[config.mk]
export PLATFORM = sky130hd
export DESIGN_NAME = ica_core
export DESIGN_NICKNAME = d
export VERILOG_FILES = /design/src/rtl/ica_pkg.sv /design/src/rtl/ica_core.sv
export SDC_FILE = /design/constraint.sdc
export NUM_CORES = 1
export LEC_CHECK = 0
export ABC_AREA = 1
export BUFFER_PORTS_ARGS = -buffer_cell sky130_fd_sc_hd__buf_2
export CAP_MARGIN = 25
export CORE_MARGIN = 1.5
export CORE_UTILIZATION = 44
export CTS_BUF_LIST = sky130_fd_sc_hd__clkbuf_8
export DETAILED_ROUTE_END_ITERATION = 10
export GPL_TIMING_DRIVEN = 0
export PLACE_DENSITY_LB_ADDON = 0.15
export SLEW_MARGIN = 25
export SYNTH_ARGS = -nofsm -noshare
export SYNTH_HDL_FRONTEND = slang
export SYNTH_SLANG_ARGS = --single-unit
[constraint.sdc]
create_clock -name sys_clk -period 4.7 [get_ports sys_clk]
set_clock_uncertainty 0.05 [all_clocks]
set_input_delay 1.41 -clock sys_clk [delete_from_list [all_inputs] [get_ports sys_clk]]
set_output_delay 1.41 -clock sys_clk [all_outputs]
set_load 0.02 [all_outputs]
[src/rtl/ica_pkg.sv]
`default_nettype none

package ica_pkg;

  // ---------------------------------------------------------------
  // Register offsets (byte addresses on APB)
  // ---------------------------------------------------------------
  localparam logic [7:0] ICA_OFF_CTRL   = 8'h00;
  localparam logic [7:0] ICA_OFF_STATUS = 8'h04;
  localparam logic [7:0] ICA_OFF_MASK   = 8'h08;
  localparam logic [7:0] ICA_OFF_PRIO   = 8'h0C;
  localparam logic [7:0] ICA_OFF_LEVEL  = 8'h10;
  localparam logic [7:0] ICA_OFF_PORT0  = 8'h14;
  localparam logic [7:0] ICA_OFF_PORT1  = 8'h18;
  localparam logic [7:0] ICA_OFF_TAKE   = 8'h1C;

  // ---------------------------------------------------------------
  // Field positions
  // ---------------------------------------------------------------
  localparam int ICA_CTRL_FP_BIT = 0;
  localparam int ICA_CTRL_EE_BIT = 1;

  // ---------------------------------------------------------------
  // Values after reset
  // ---------------------------------------------------------------
  localparam logic       ICA_RST_FP    = 1'b0;
  localparam logic       ICA_RST_EE    = 1'b0;
  localparam logic [7:0] ICA_RST_MASK  = 8'h00;
  localparam logic [3:0] ICA_RST_LEVEL = 4'h0;

  // ---------------------------------------------------------------
  // Cause codes presented with a taken interrupt
  // ---------------------------------------------------------------
  localparam logic [3:0] ICA_CAUSE_RESET = 4'hF;
  localparam logic [3:0] ICA_CAUSE_ASYNC = 4'hE;

  typedef enum logic [1:0] {
    ICA_IDLE,
    ICA_DRAIN,
    ICA_FLUSH
  } ica_state_t;

endpackage : ica_pkg

`default_nettype wire

[src/rtl/ica_core.sv]
`timescale 1ns/1ns
`default_nettype none

module ica_core
  import ica_pkg::*;
#(
  parameter int EXT_N = 4
) (
  // Clock, reset, enable
  input  wire logic              sys_clk,
  input  wire logic              rst_b,
  input  wire logic              ce,
  // APB slave
  input  wire logic              psel,
  input  wire logic              penable,
  input  wire logic              pwrite,
  input  wire logic [7:0]        paddr,
  input  wire logic [31:0]       pwdata,
  output logic      [31:0]       prdata,
  output logic                   pready,
  output logic                   pslverr,
  // System sources (asynchronous pins)
  input  wire logic [EXT_N-1:0]  ext_src,
  input  wire logic              helper_core_irq,
  input  wire logic              flow_controller_irq,
  input  wire logic              sys_reset_req,
  // Instruction pipeline
  input  wire logic              sync_exc_valid,
  input  wire logic [3:0]        sync_exc_cause,
  input  wire logic [31:0]       sync_exc_pc,
  input  wire logic              sync_exc_fetch_exec,
  input  wire logic              sync_exc_fp,
  output logic                   sync_exc_ready,
  input  wire logic [31:0]       oldest_pc,
  input  wire logic              pipe_drained,
  // Interrupt take
  output logic                   hold_issue,
  output logic                   flush_prefetch,
  output logic                   take_valid,
  output logic      [3:0]        take_cause,
  output logic                   take_precise,
  output logic                   take_sync_class,
  output logic      [31:0]       take_resume_pc,
  output logic                   fp_exec_enable,
  output logic      [1:0]        thread_irq,
  output logic                   irq
);

  localparam int SRC_N = EXT_N + 4;
  localparam int PIN_N = EXT_N + 3;
  localparam int HELP  = EXT_N;
  localparam int FLOW  = EXT_N + 1;
  localparam int SW0   = EXT_N + 2;
  localparam int SW1   = EXT_N + 3;

  // -----------------------------------------------------------------
  // Reset release
  // -----------------------------------------------------------------
  logic [1:0] rst_pipe;
  logic       rst_sync_b;

  always_ff @(posedge sys_clk or negedge rst_b) begin
    if (!rst_b) begin
      rst_pipe <= 2'b00;
    end else begin
      rst_pipe <= {rst_pipe[0], 1'b1};
    end
  end
  assign rst_sync_b = rst_pipe[1];

  // -----------------------------------------------------------------
  // Pin synchronisers: a change counts once stages two and three agree
  // -----------------------------------------------------------------
  logic [PIN_N-1:0] pin_raw;
  logic [PIN_N-1:0] pin_s1;
  logic [PIN_N-1:0] pin_s2;
  logic [PIN_N-1:0] pin_s3;
  logic [PIN_N-1:0] pin_f;
  logic [PIN_N-1:0] pin_rise;

  assign pin_raw = {sys_reset_req, flow_controller_irq, helper_core_irq,
                    ext_src};

  always_ff @(posedge sys_clk or negedge rst_sync_b) begin
    if (!rst_sync_b) begin
      pin_s1 <= '0;
      pin_s2 <= '0;
      pin_s3 <= '0;
    end else if (ce) begin
      pin_s1 <= pin_raw;
      pin_s2 <= pin_s1;
      pin_s3 <= pin_s2;
    end
  end

  wire [PIN_N-1:0] next_pin_f = (pin_s2 & pin_s3) |
                                (pin_f & (pin_s2 | pin_s3));

  always_ff @(posedge sys_clk or negedge rst_sync_b) begin
    if (!rst_sync_b) begin
      pin_f <= '0;
    end else if (ce) begin
      pin_f <= next_pin_f;
    end
  end

  assign pin_rise = next_pin_f & ~pin_f & {PIN_N{ce}};

  // -----------------------------------------------------------------
  // APB decode
  // -----------------------------------------------------------------
  logic             ctrl_fp;
  logic             ctrl_ee;
  logic [SRC_N-1:0] status;
  logic [SRC_N-1:0] mask;
  logic [31:0]      src_prio;
  logic [3:0]       level0;
  logic [3:0]       level1;
  logic [3:0]       cur_cause;
  logic             cur_precise;
  logic             cur_sync;
  logic             cur_fp;
  logic [31:0]      cur_pc;
  ica_state_t       state;
  logic             rst_pend;

  wire acc      = psel & penable & ce;
  wire wr_acc   = acc & pwrite;
  wire rd_acc   = acc & ~pwrite;
  wire hit_ctrl = paddr == ICA_OFF_CTRL;
  wire hit_stat = paddr == ICA_OFF_STATUS;
  wire hit_mask = paddr == ICA_OFF_MASK;
  wire hit_prio = paddr == ICA_OFF_PRIO;
  wire hit_lvl  = paddr == ICA_OFF_LEVEL;
  wire hit_p0   = paddr == ICA_OFF_PORT0;
  wire hit_p1   = paddr == ICA_OFF_PORT1;
  wire hit_take = paddr == ICA_OFF_TAKE;
  wire mapped   = hit_ctrl | hit_stat | hit_mask | hit_prio | hit_lvl |
                  hit_p0 | hit_p1 | hit_take;
  wire stat_rd  = rd_acc & hit_stat;

  assign pready  = 1'b1;
  assign pslverr = psel & penable & ~mapped;

  wire [31:0] rd_mux =
    hit_ctrl ? {30'h0, ctrl_ee, ctrl_fp} :
    hit_stat ? {{(32-SRC_N){1'b0}}, status} :
    hit_mask ? {{(32-SRC_N){1'b0}}, mask} :
    hit_prio ? src_prio :
    hit_lvl  ? {24'h0, level1, level0} :
    hit_take ? {24'h0, 1'b0, cur_fp, cur_sync, cur_precise, cur_cause} :
               32'h0;

  always_ff @(posedge sys_clk or negedge rst_sync_b) begin
    if (!rst_sync_b) begin
      prdata <= 32'h0;
    end else if (rd_acc) begin
      prdata <= rd_mux;
    end
  end

  // -----------------------------------------------------------------
  // Sticky status, mask and thread routing
  // -----------------------------------------------------------------
  // Set wins over the clear of a status read in the same cycle
  wire [SRC_N-1:0] events = {wr_acc & hit_p1, wr_acc & hit_p0,
                             pin_rise[FLOW:0]};
  wire [SRC_N-1:0] next_status = (status & ~{SRC_N{stat_rd}}) | events;
  wire [SRC_N-1:0] live = status & mask;

  // Lower value is more urgent; a source passes below the thread level
  logic [SRC_N-1:0] ok0;
  logic [SRC_N-1:0] ok1;
  genvar gi;
  generate
    for (gi = 0; gi < SRC_N; gi++) begin : g_prio
      assign ok0[gi] = (src_prio[gi*4 +: 4] < level0) && (gi != SW1);
      assign ok1[gi] = (src_prio[gi*4 +: 4] < level1) && (gi != SW0);
    end
  endgenerate

  // The enable bit cannot single out one source, only the group
  assign thread_irq = {|(live & ok1), |(live & ok0)} & {2{ctrl_ee}};
  assign irq        = |live;

  always_ff @(posedge sys_clk or negedge rst_sync_b) begin
    if (!rst_sync_b) begin
      status   <= '0;
      mask     <= ICA_RST_MASK[SRC_N-1:0];
      src_prio <= 32'h0;
      level0   <= ICA_RST_LEVEL;
      level1   <= ICA_RST_LEVEL;
    end else if (ce) begin
      status <= next_status;
      if (wr_acc && hit_mask) begin
        mask <= pwdata[SRC_N-1:0];
      end
      if (wr_acc && hit_prio) begin
        src_prio <= pwdata;
      end
      if (wr_acc && hit_lvl) begin
        level0 <= pwdata[3:0];
        level1 <= pwdata[7:4];
      end
    end
  end

  // -----------------------------------------------------------------
  // Take sequencer
  // -----------------------------------------------------------------
  // Floating point is dropped while disabled, so no exception is raised
  wire sync_ok    = sync_exc_valid & (~sync_exc_fp | ctrl_fp);
  wire idle       = state == ICA_IDLE;
  wire go_reset   = idle & rst_pend;
  wire go_sync    = idle & ~rst_pend & sync_ok;
  wire go_async   = idle & ~rst_pend & ~sync_ok & thread_irq[0];
  wire go         = (go_reset | go_sync | go_async) & ce;

  assign sync_exc_ready = idle & ~rst_pend & ce;
  assign hold_issue     = state == ICA_DRAIN;
  assign flush_prefetch = (state == ICA_FLUSH) & ce;
  assign take_valid     = (state == ICA_FLUSH) & ce;
  assign fp_exec_enable = ctrl_fp;

  always_ff @(posedge sys_clk or negedge rst_sync_b) begin
    if (!rst_sync_b) begin
      state <= ICA_IDLE;
    end else if (ce) begin
      unique case (state)
        ICA_IDLE: begin
          if (go) begin
            state <= ICA_DRAIN;
          end
        end
        ICA_DRAIN: begin
          if (pipe_drained) begin
            state <= ICA_FLUSH;
          end
        end
        ICA_FLUSH: begin
          state <= ICA_IDLE;
        end
      endcase
    end
  end

  // A reset request is remembered until taken; a new rise wins the clear
  always_ff @(posedge sys_clk or negedge rst_sync_b) begin
    if (!rst_sync_b) begin
      rst_pend <= 1'b0;
    end else if (ce) begin
      rst_pend <= pin_rise[PIN_N-1] | (rst_pend & ~go_reset);
    end
  end

  always_ff @(posedge sys_clk or negedge rst_sync_b) begin
    if (!rst_sync_b) begin
      cur_cause   <= 4'h0;
      cur_precise <= 1'b0;
      cur_sync    <= 1'b0;
      cur_fp      <= 1'b0;
      cur_pc      <= 32'h0;
    end else if (go) begin
      cur_cause   <= go_reset ? ICA_CAUSE_RESET :
                     go_sync  ? sync_exc_cause : ICA_CAUSE_ASYNC;
      cur_sync    <= go_sync;
      cur_fp      <= go_sync & sync_exc_fp;
      // Floating point is precise whatever a mode would allow
      cur_precise <= go_sync & (sync_exc_fetch_exec | sync_exc_fp);
      cur_pc      <= go_sync ? sync_exc_pc : oldest_pc;
    end
  end

  assign take_cause      = cur_cause;
  assign take_precise    = cur_precise;
  assign take_sync_class = cur_sync;
  assign take_resume_pc  = cur_pc;

  // -----------------------------------------------------------------
  // Machine state word
  // -----------------------------------------------------------------
  // A take clears the external enable, so a level source cannot loop
  always_ff @(posedge sys_clk or negedge rst_sync_b) begin
    if (!rst_sync_b) begin
      ctrl_fp <= ICA_RST_FP;
      ctrl_ee <= ICA_RST_EE;
    end else if (ce) begin
      if (wr_acc && hit_ctrl) begin
        ctrl_fp <= pwdata[ICA_CTRL_FP_BIT];
        ctrl_ee <= pwdata[ICA_CTRL_EE_BIT];
      end
      if (go) begin
        ctrl_ee <= 1'b0;
      end
    end
  end
endmodule : ica_core

`default_nettype wire

# Word-level counts from Yosys, hierarchy flattened

Index checks and enable logic that the tools add are counted.
W data, S select, Z words.

Input bits: 125
Bits in registers: 162
Logic and storage cells: 127
Output and inout port bits: 80

Reduce and logical (&&, ||, !) cells: 16
Bitwise operators: 52
Order comparisons: 14
Mux-type cells: 14
Eq/ne operators: 11

Operators by type and width:

| cell                 | number |
|---|---|
| $mux W32             | 5 |
| $lt A4 B4 Y1         | 14 |
| $eq A8 B5 Y1 const B | 4 |
| $and A7 B7 Y7        | 4 |
| $and A8 B8 Y8        | 3 |
| $reduce_or A8 Y1     | 3 |
| $and A1 B1 Y1        | 20 |
| $eq A8 B4 Y1 const B | 2 |
| $or A7 B7 Y7         | 2 |
| $or A1 B1 Y1         | 12 |
| $reduce_and A2 Y1    | 5 |
| $and A8 B7 Y8        | 1 |
| $eq A8 B3 Y1 const B | 1 |
| $logic_not A8 Y1     | 1 |
| $mux W4              | 2 |
| $mux W8              | 1 |
| $not A8 Y8           | 1 |
| $or A8 B8 Y8         | 1 |
| $mux W7              | 1 |
| $not A7 Y7           | 1 |
| $not A1 Y1           | 6 |
| $pmux W2 S3          | 1 |
| $logic_and A1 B1 Y1  | 4 |
| $mux W2              | 2 |
| 9 further kinds      | 10 |

# Depth between registers and ports, before layout

Depth in word-level cells: 10
Depth in mapped cells: 15
Gate-level depth less buffers: 14

# Worst setup path after synthesis

OpenSTA, ideal clock, no wires.

Path type: input to output
Start: input port paddr[7]
End: output port pslverr
Cell stages on the path: 6
Setup slack: 670 ps
Path buffers: 0
Data arrival time: 2570 ps
Required time: 3240 ps
Cell sequence: inv_1 > nand3_1 > nor2_1 > nor3_1 > o311ai_0 > nor3_1

Word-level cells in the longest chain between the ends: 10
Elaborated cells on any way between the ends: 17
Those cells by class: eq/ne: 7; bitwise: 9; reduce/logical: 1

RTL lines:

| item                                                    | RTL line                         | text |
|---|---|---|
| start, declared                                         | ica_core.sv:17                   | `input wire logic [7:0] paddr,` |
| $eq A8 B3 Y1 / $logic_not A8 Y1 (equally long branches) | ica_core.sv:131, ica_core.sv:130 |  |
| $or A1 B1 Y1 (5 in a row)                               | ica_core.sv:138                  | `wire mapped = hit_ctrl \| hit_stat \| hit_mask \| hit_prio \| hit_lvl \|` |
| $or A1 B1 Y1                                            | ica_core.sv:139                  | `hit_p0 \| hit_p1 \| hit_take;` |
| $or A1 B1 Y1 (*)                                        | ica_core.sv:139                  |  |
| $not A1 Y1 (*)                                          | ica_core.sv:143                  | `assign pslverr = psel & penable & ~mapped;` |
| $and A1 B1 Y1 (*)                                       | ica_core.sv:143                  |  |
| end, declared                                           | ica_core.sv:21                   | `output logic pslverr,` |

Every way passes the cells marked *; elsewhere a longest branch is shown, timed or not.

# Final worst setup path

Ends and elaborated chain as after synthesis.

==> reports/results.txt <==
status -> finished clean
crit-path cells -> buf_2 > inv_1 > nand3_1 > nor2_1 > nor3_1 > o311ai_0 > nor3_1 > buf_2
CP max-delay cell -> nor3_1
Hold Path Class -> flip-flop to async pin
Initial Util -> 44.7%
Distinct cells, synth -> 38
CTS tree -> done
Sink Count -> 162
final worst slack -> 381 ps
fraction of layout cells with a size suffix above 1 -> 22.1%
total CTS buffers -> 17
Worst-path clk slew -> 90 ps
Int Power -> 0.00240 W
DRC viols -> 0
diodes inserted -> 0
Mapped Cells -> 1046
post-synth top area share -> 48.9%
setup bufs post-CTS -> 0
GP Congestion -> 0.857
Final setup violation count -> 0
worst endpoint data arrival time -> 2860 ps
max-cap viol count -> 0
Root Buffer -> clkbuf_8
Leak -> 5.62 nW
Slew Viols, Final -> 0
initial DRC count -> 429
Synth Warn # -> 0
VDD IR-drop max -> 0.277 mV
first-pass GRT wire length -> 36100 um
commonest non-fill, non-tap cell in the layout -> nand2_1
clock power share -> 26.6%
Fin Setup TNS -> 0 ps
CP max FO -> 5
vias in the first global route -> 7149
overflow left after global routing -> 0
Max Freq -> 0.232 GHz
Worst-Margin Slew -> 618 ps
worst path required time -> 3240 ps
CTS H-Tree Depth -> 4
Flop pwr share -> 46.7%
Filler Cell Count -> 1815
CP Buf/Inv Count -> 3
Die Span Y -> 140 um
Pre-antenna DRT Iters -> 5
DR WL/cell -> 14.6 um
syn_area_per_cell -> 7.93 um^2
switching share of power -> 35.5%
most frequent cells in the layout -> nand2_1, buf_2, dfrtp_1
core area -> 18600 um^2
CTS resizes -> 0
Synth Register Bits -> 162
DR vias/cell -> 4.89
Switch Pwr -> 0.00132 W
IO Count -> 205
slew margin rel. -> 58.6%
min Tclk post-route -> 4320 ps
CP Capture Type -> output pin
initial antenna violation count -> 0
Critical Path Max Stage Delay -> 330 ps
dpl hpwl -> 16900 um
Port Buffer Count -> 202
routed wire length -> 22100 um
sequential-to-total area share from yosys stat -> 48.9%
via count -> 7422
gr usage total -> 23.2%
Synth Cell Area -> 8300 um^2
clock latency at the later pin of the worst-skew pair -> 450 ps
largest net degree at the start of global routing -> 51
hold_buf cts -> 0
synthesis-to-finish area growth -> 21.2%
Core Rows -> 50
top cell family by delay on the critical path -> simple AND/OR/NAND/NOR gates
Comb power frac -> 26.6%
crit path kind -> primary input to output pin
die area -> 19700 um^2
final hold violation count -> 0
Setup WS pre-CTS -> 388 ps
pwr/cell area -> 371 nW/um^2
critical path launch point type -> primary input
final cycle utilization of the critical path -> 91.9%
Die Wd -> 140 um
Final ANT Viol Nets -> 0
top cells by area, synth -> dfrtp_1, nand2_1, ha_1
buffer levels on the longest clock path -> 2
# nets final -> 1441
RSZ-0062 raised after global routing -> false
area leader, netlist -> dfrtp_1
==> cells by family (layout without fill, tap and decap cells) <==
group / Yosys count / after routing / synth area share (%)
flops: 162 / 162 / 48.9
other cells: 1 / 2 / 0.0452
simple gates: 518 / 518 / 25.5
fa+ha+maj: 45 / 45 / 6.79
compound gates: 165 / 165 / 10.8
mux: 1 / 1 / 0.136
buf+inv: 154 / 391 / 7.89
==> Yosys cell counts <==
| master | number |
|---|---|
| a21boi_0 | 3 |
| a21o_1 | 1 |
| a21oi_1 | 47 |
| a31oi_1 | 1 |
| buf_2 | 18 |
| buf_4 | 6 |
| buf_6 | 4 |
| clkbuf_1 | 14 |
| clkinv_1 | 1 |
| clkinv_2 | 1 |
| conb_1 | 1 |
| dfrtp_1 | 162 |
| ha_1 | 45 |
| inv_1 | 104 |
| inv_2 | 6 |
| mux2_2 | 1 |
| nand2_1 | 384 |
| nand2_2 | 5 |
| nand2_4 | 2 |
| nand2b_1 | 1 |
| nand3_1 | 50 |
| nand3_2 | 1 |
| nand4_1 | 3 |
| nor2_1 | 58 |
| nor2_4 | 1 |
| nor3_1 | 2 |
| nor3_2 | 2 |
| nor3_4 | 1 |
| nor3b_1 | 6 |
| o211ai_1 | 4 |
| o21ai_0 | 75 |
| o21ai_1 | 13 |
| o221ai_1 | 1 |
| o22ai_1 | 4 |
| o311ai_0 | 1 |
| o31ai_1 | 15 |
| or2_2 | 1 |
| or4_1 | 1 |
==> flip-flops by register name, indices dropped and copies added, names as in the netlist, 2 cells and up <==
| name | cells |
|---|---|
| prdata | 32 |
| src_prio | 32 |
| take_resume_pc | 32 |
| mask | 8 |
| status | 8 |
| pin_f | 7 |
| pin_s1 | 7 |
| pin_s2 | 7 |
| pin_s3 | 7 |
| level0 | 4 |
| level1 | 4 |
| take_cause | 4 |
| rst_pipe | 2 |
| state | 2 |
==> cell type report <==
type                    instances  area, um^2  area share [%]
multi-input cells             731        3590            35.7
flip-flops and latches        162        4060            40.4
clock buffers                  17         234            2.33
plain buffers                  42         233            2.31
well taps                     234         293            2.91
repair buffers                205        1080            10.7
inverters                     112         422            4.19
clock inverters                15         144            1.43
==> routing by layer <==
layer / GRT usage [%] / share of wire (%) / vias up
li1: - / - / 3780
met5: 0 / 0 / -
met1: 29.3 / 44 / 3386
met2: 39.1 / 48 / 232
met4: 7.09 / 1.5 / 0
met3: 6.02 / 6.1 / 24
==> per-stage QoR <==
step / cell area [um^2] / std cells / util [%] / hold WS (ps) / total power (W)
3_3_place_gp: 9610 / 1483 / 51.7 / 287 / 0.00274
2_1_floorplan: 8300 / 1047 / - / 281 / 0.00238
6_report: 10100 / 1518 / 54.1 / 271 / 0.00373
5_1_grt: 10100 / 1518 / 54.1 / 326 / 0.00396
4_1_cts: 10100 / 1518 / 54.1 / 299 / 0.00376
3_5_place_dp: 9680 / 1486 / 52.1 / 289 / 0.00277
==> worst paths after layout <==
kind	from	end	slack, ps	depth (start not counted)
setup / recovery	paddr[7]	pslverr	380	8
hold reg to reg	rst_pipe[1]	prdata[26]	270	0
setup reg to reg	level0[3]	take_resume_pc[9]	2350	13
min in group sys_clk	rst_pipe[0]	rst_pipe[1]	310	0
max in group asynchronous	rst_pipe[1]	pin_s1[2]	3440	2
hold / removal	rst_pipe[1]	prdata[26]	270	0
==> power groups by stage <==
stage	Combinational (W)	Sequential, W	Clock [W]
2_1_floorplan	0.000437	0.00194	0
3_3_place_gp	0.000961	0.00178	0
3_5_place_dp	0.00101	0.00176	0
4_1_cts	0.00101	0.00174	0.00101
5_1_grt	0.00111	0.00177	0.00108
6_report	0.000993	0.00174	0.000993
Power figures use the tool's default switching activity.
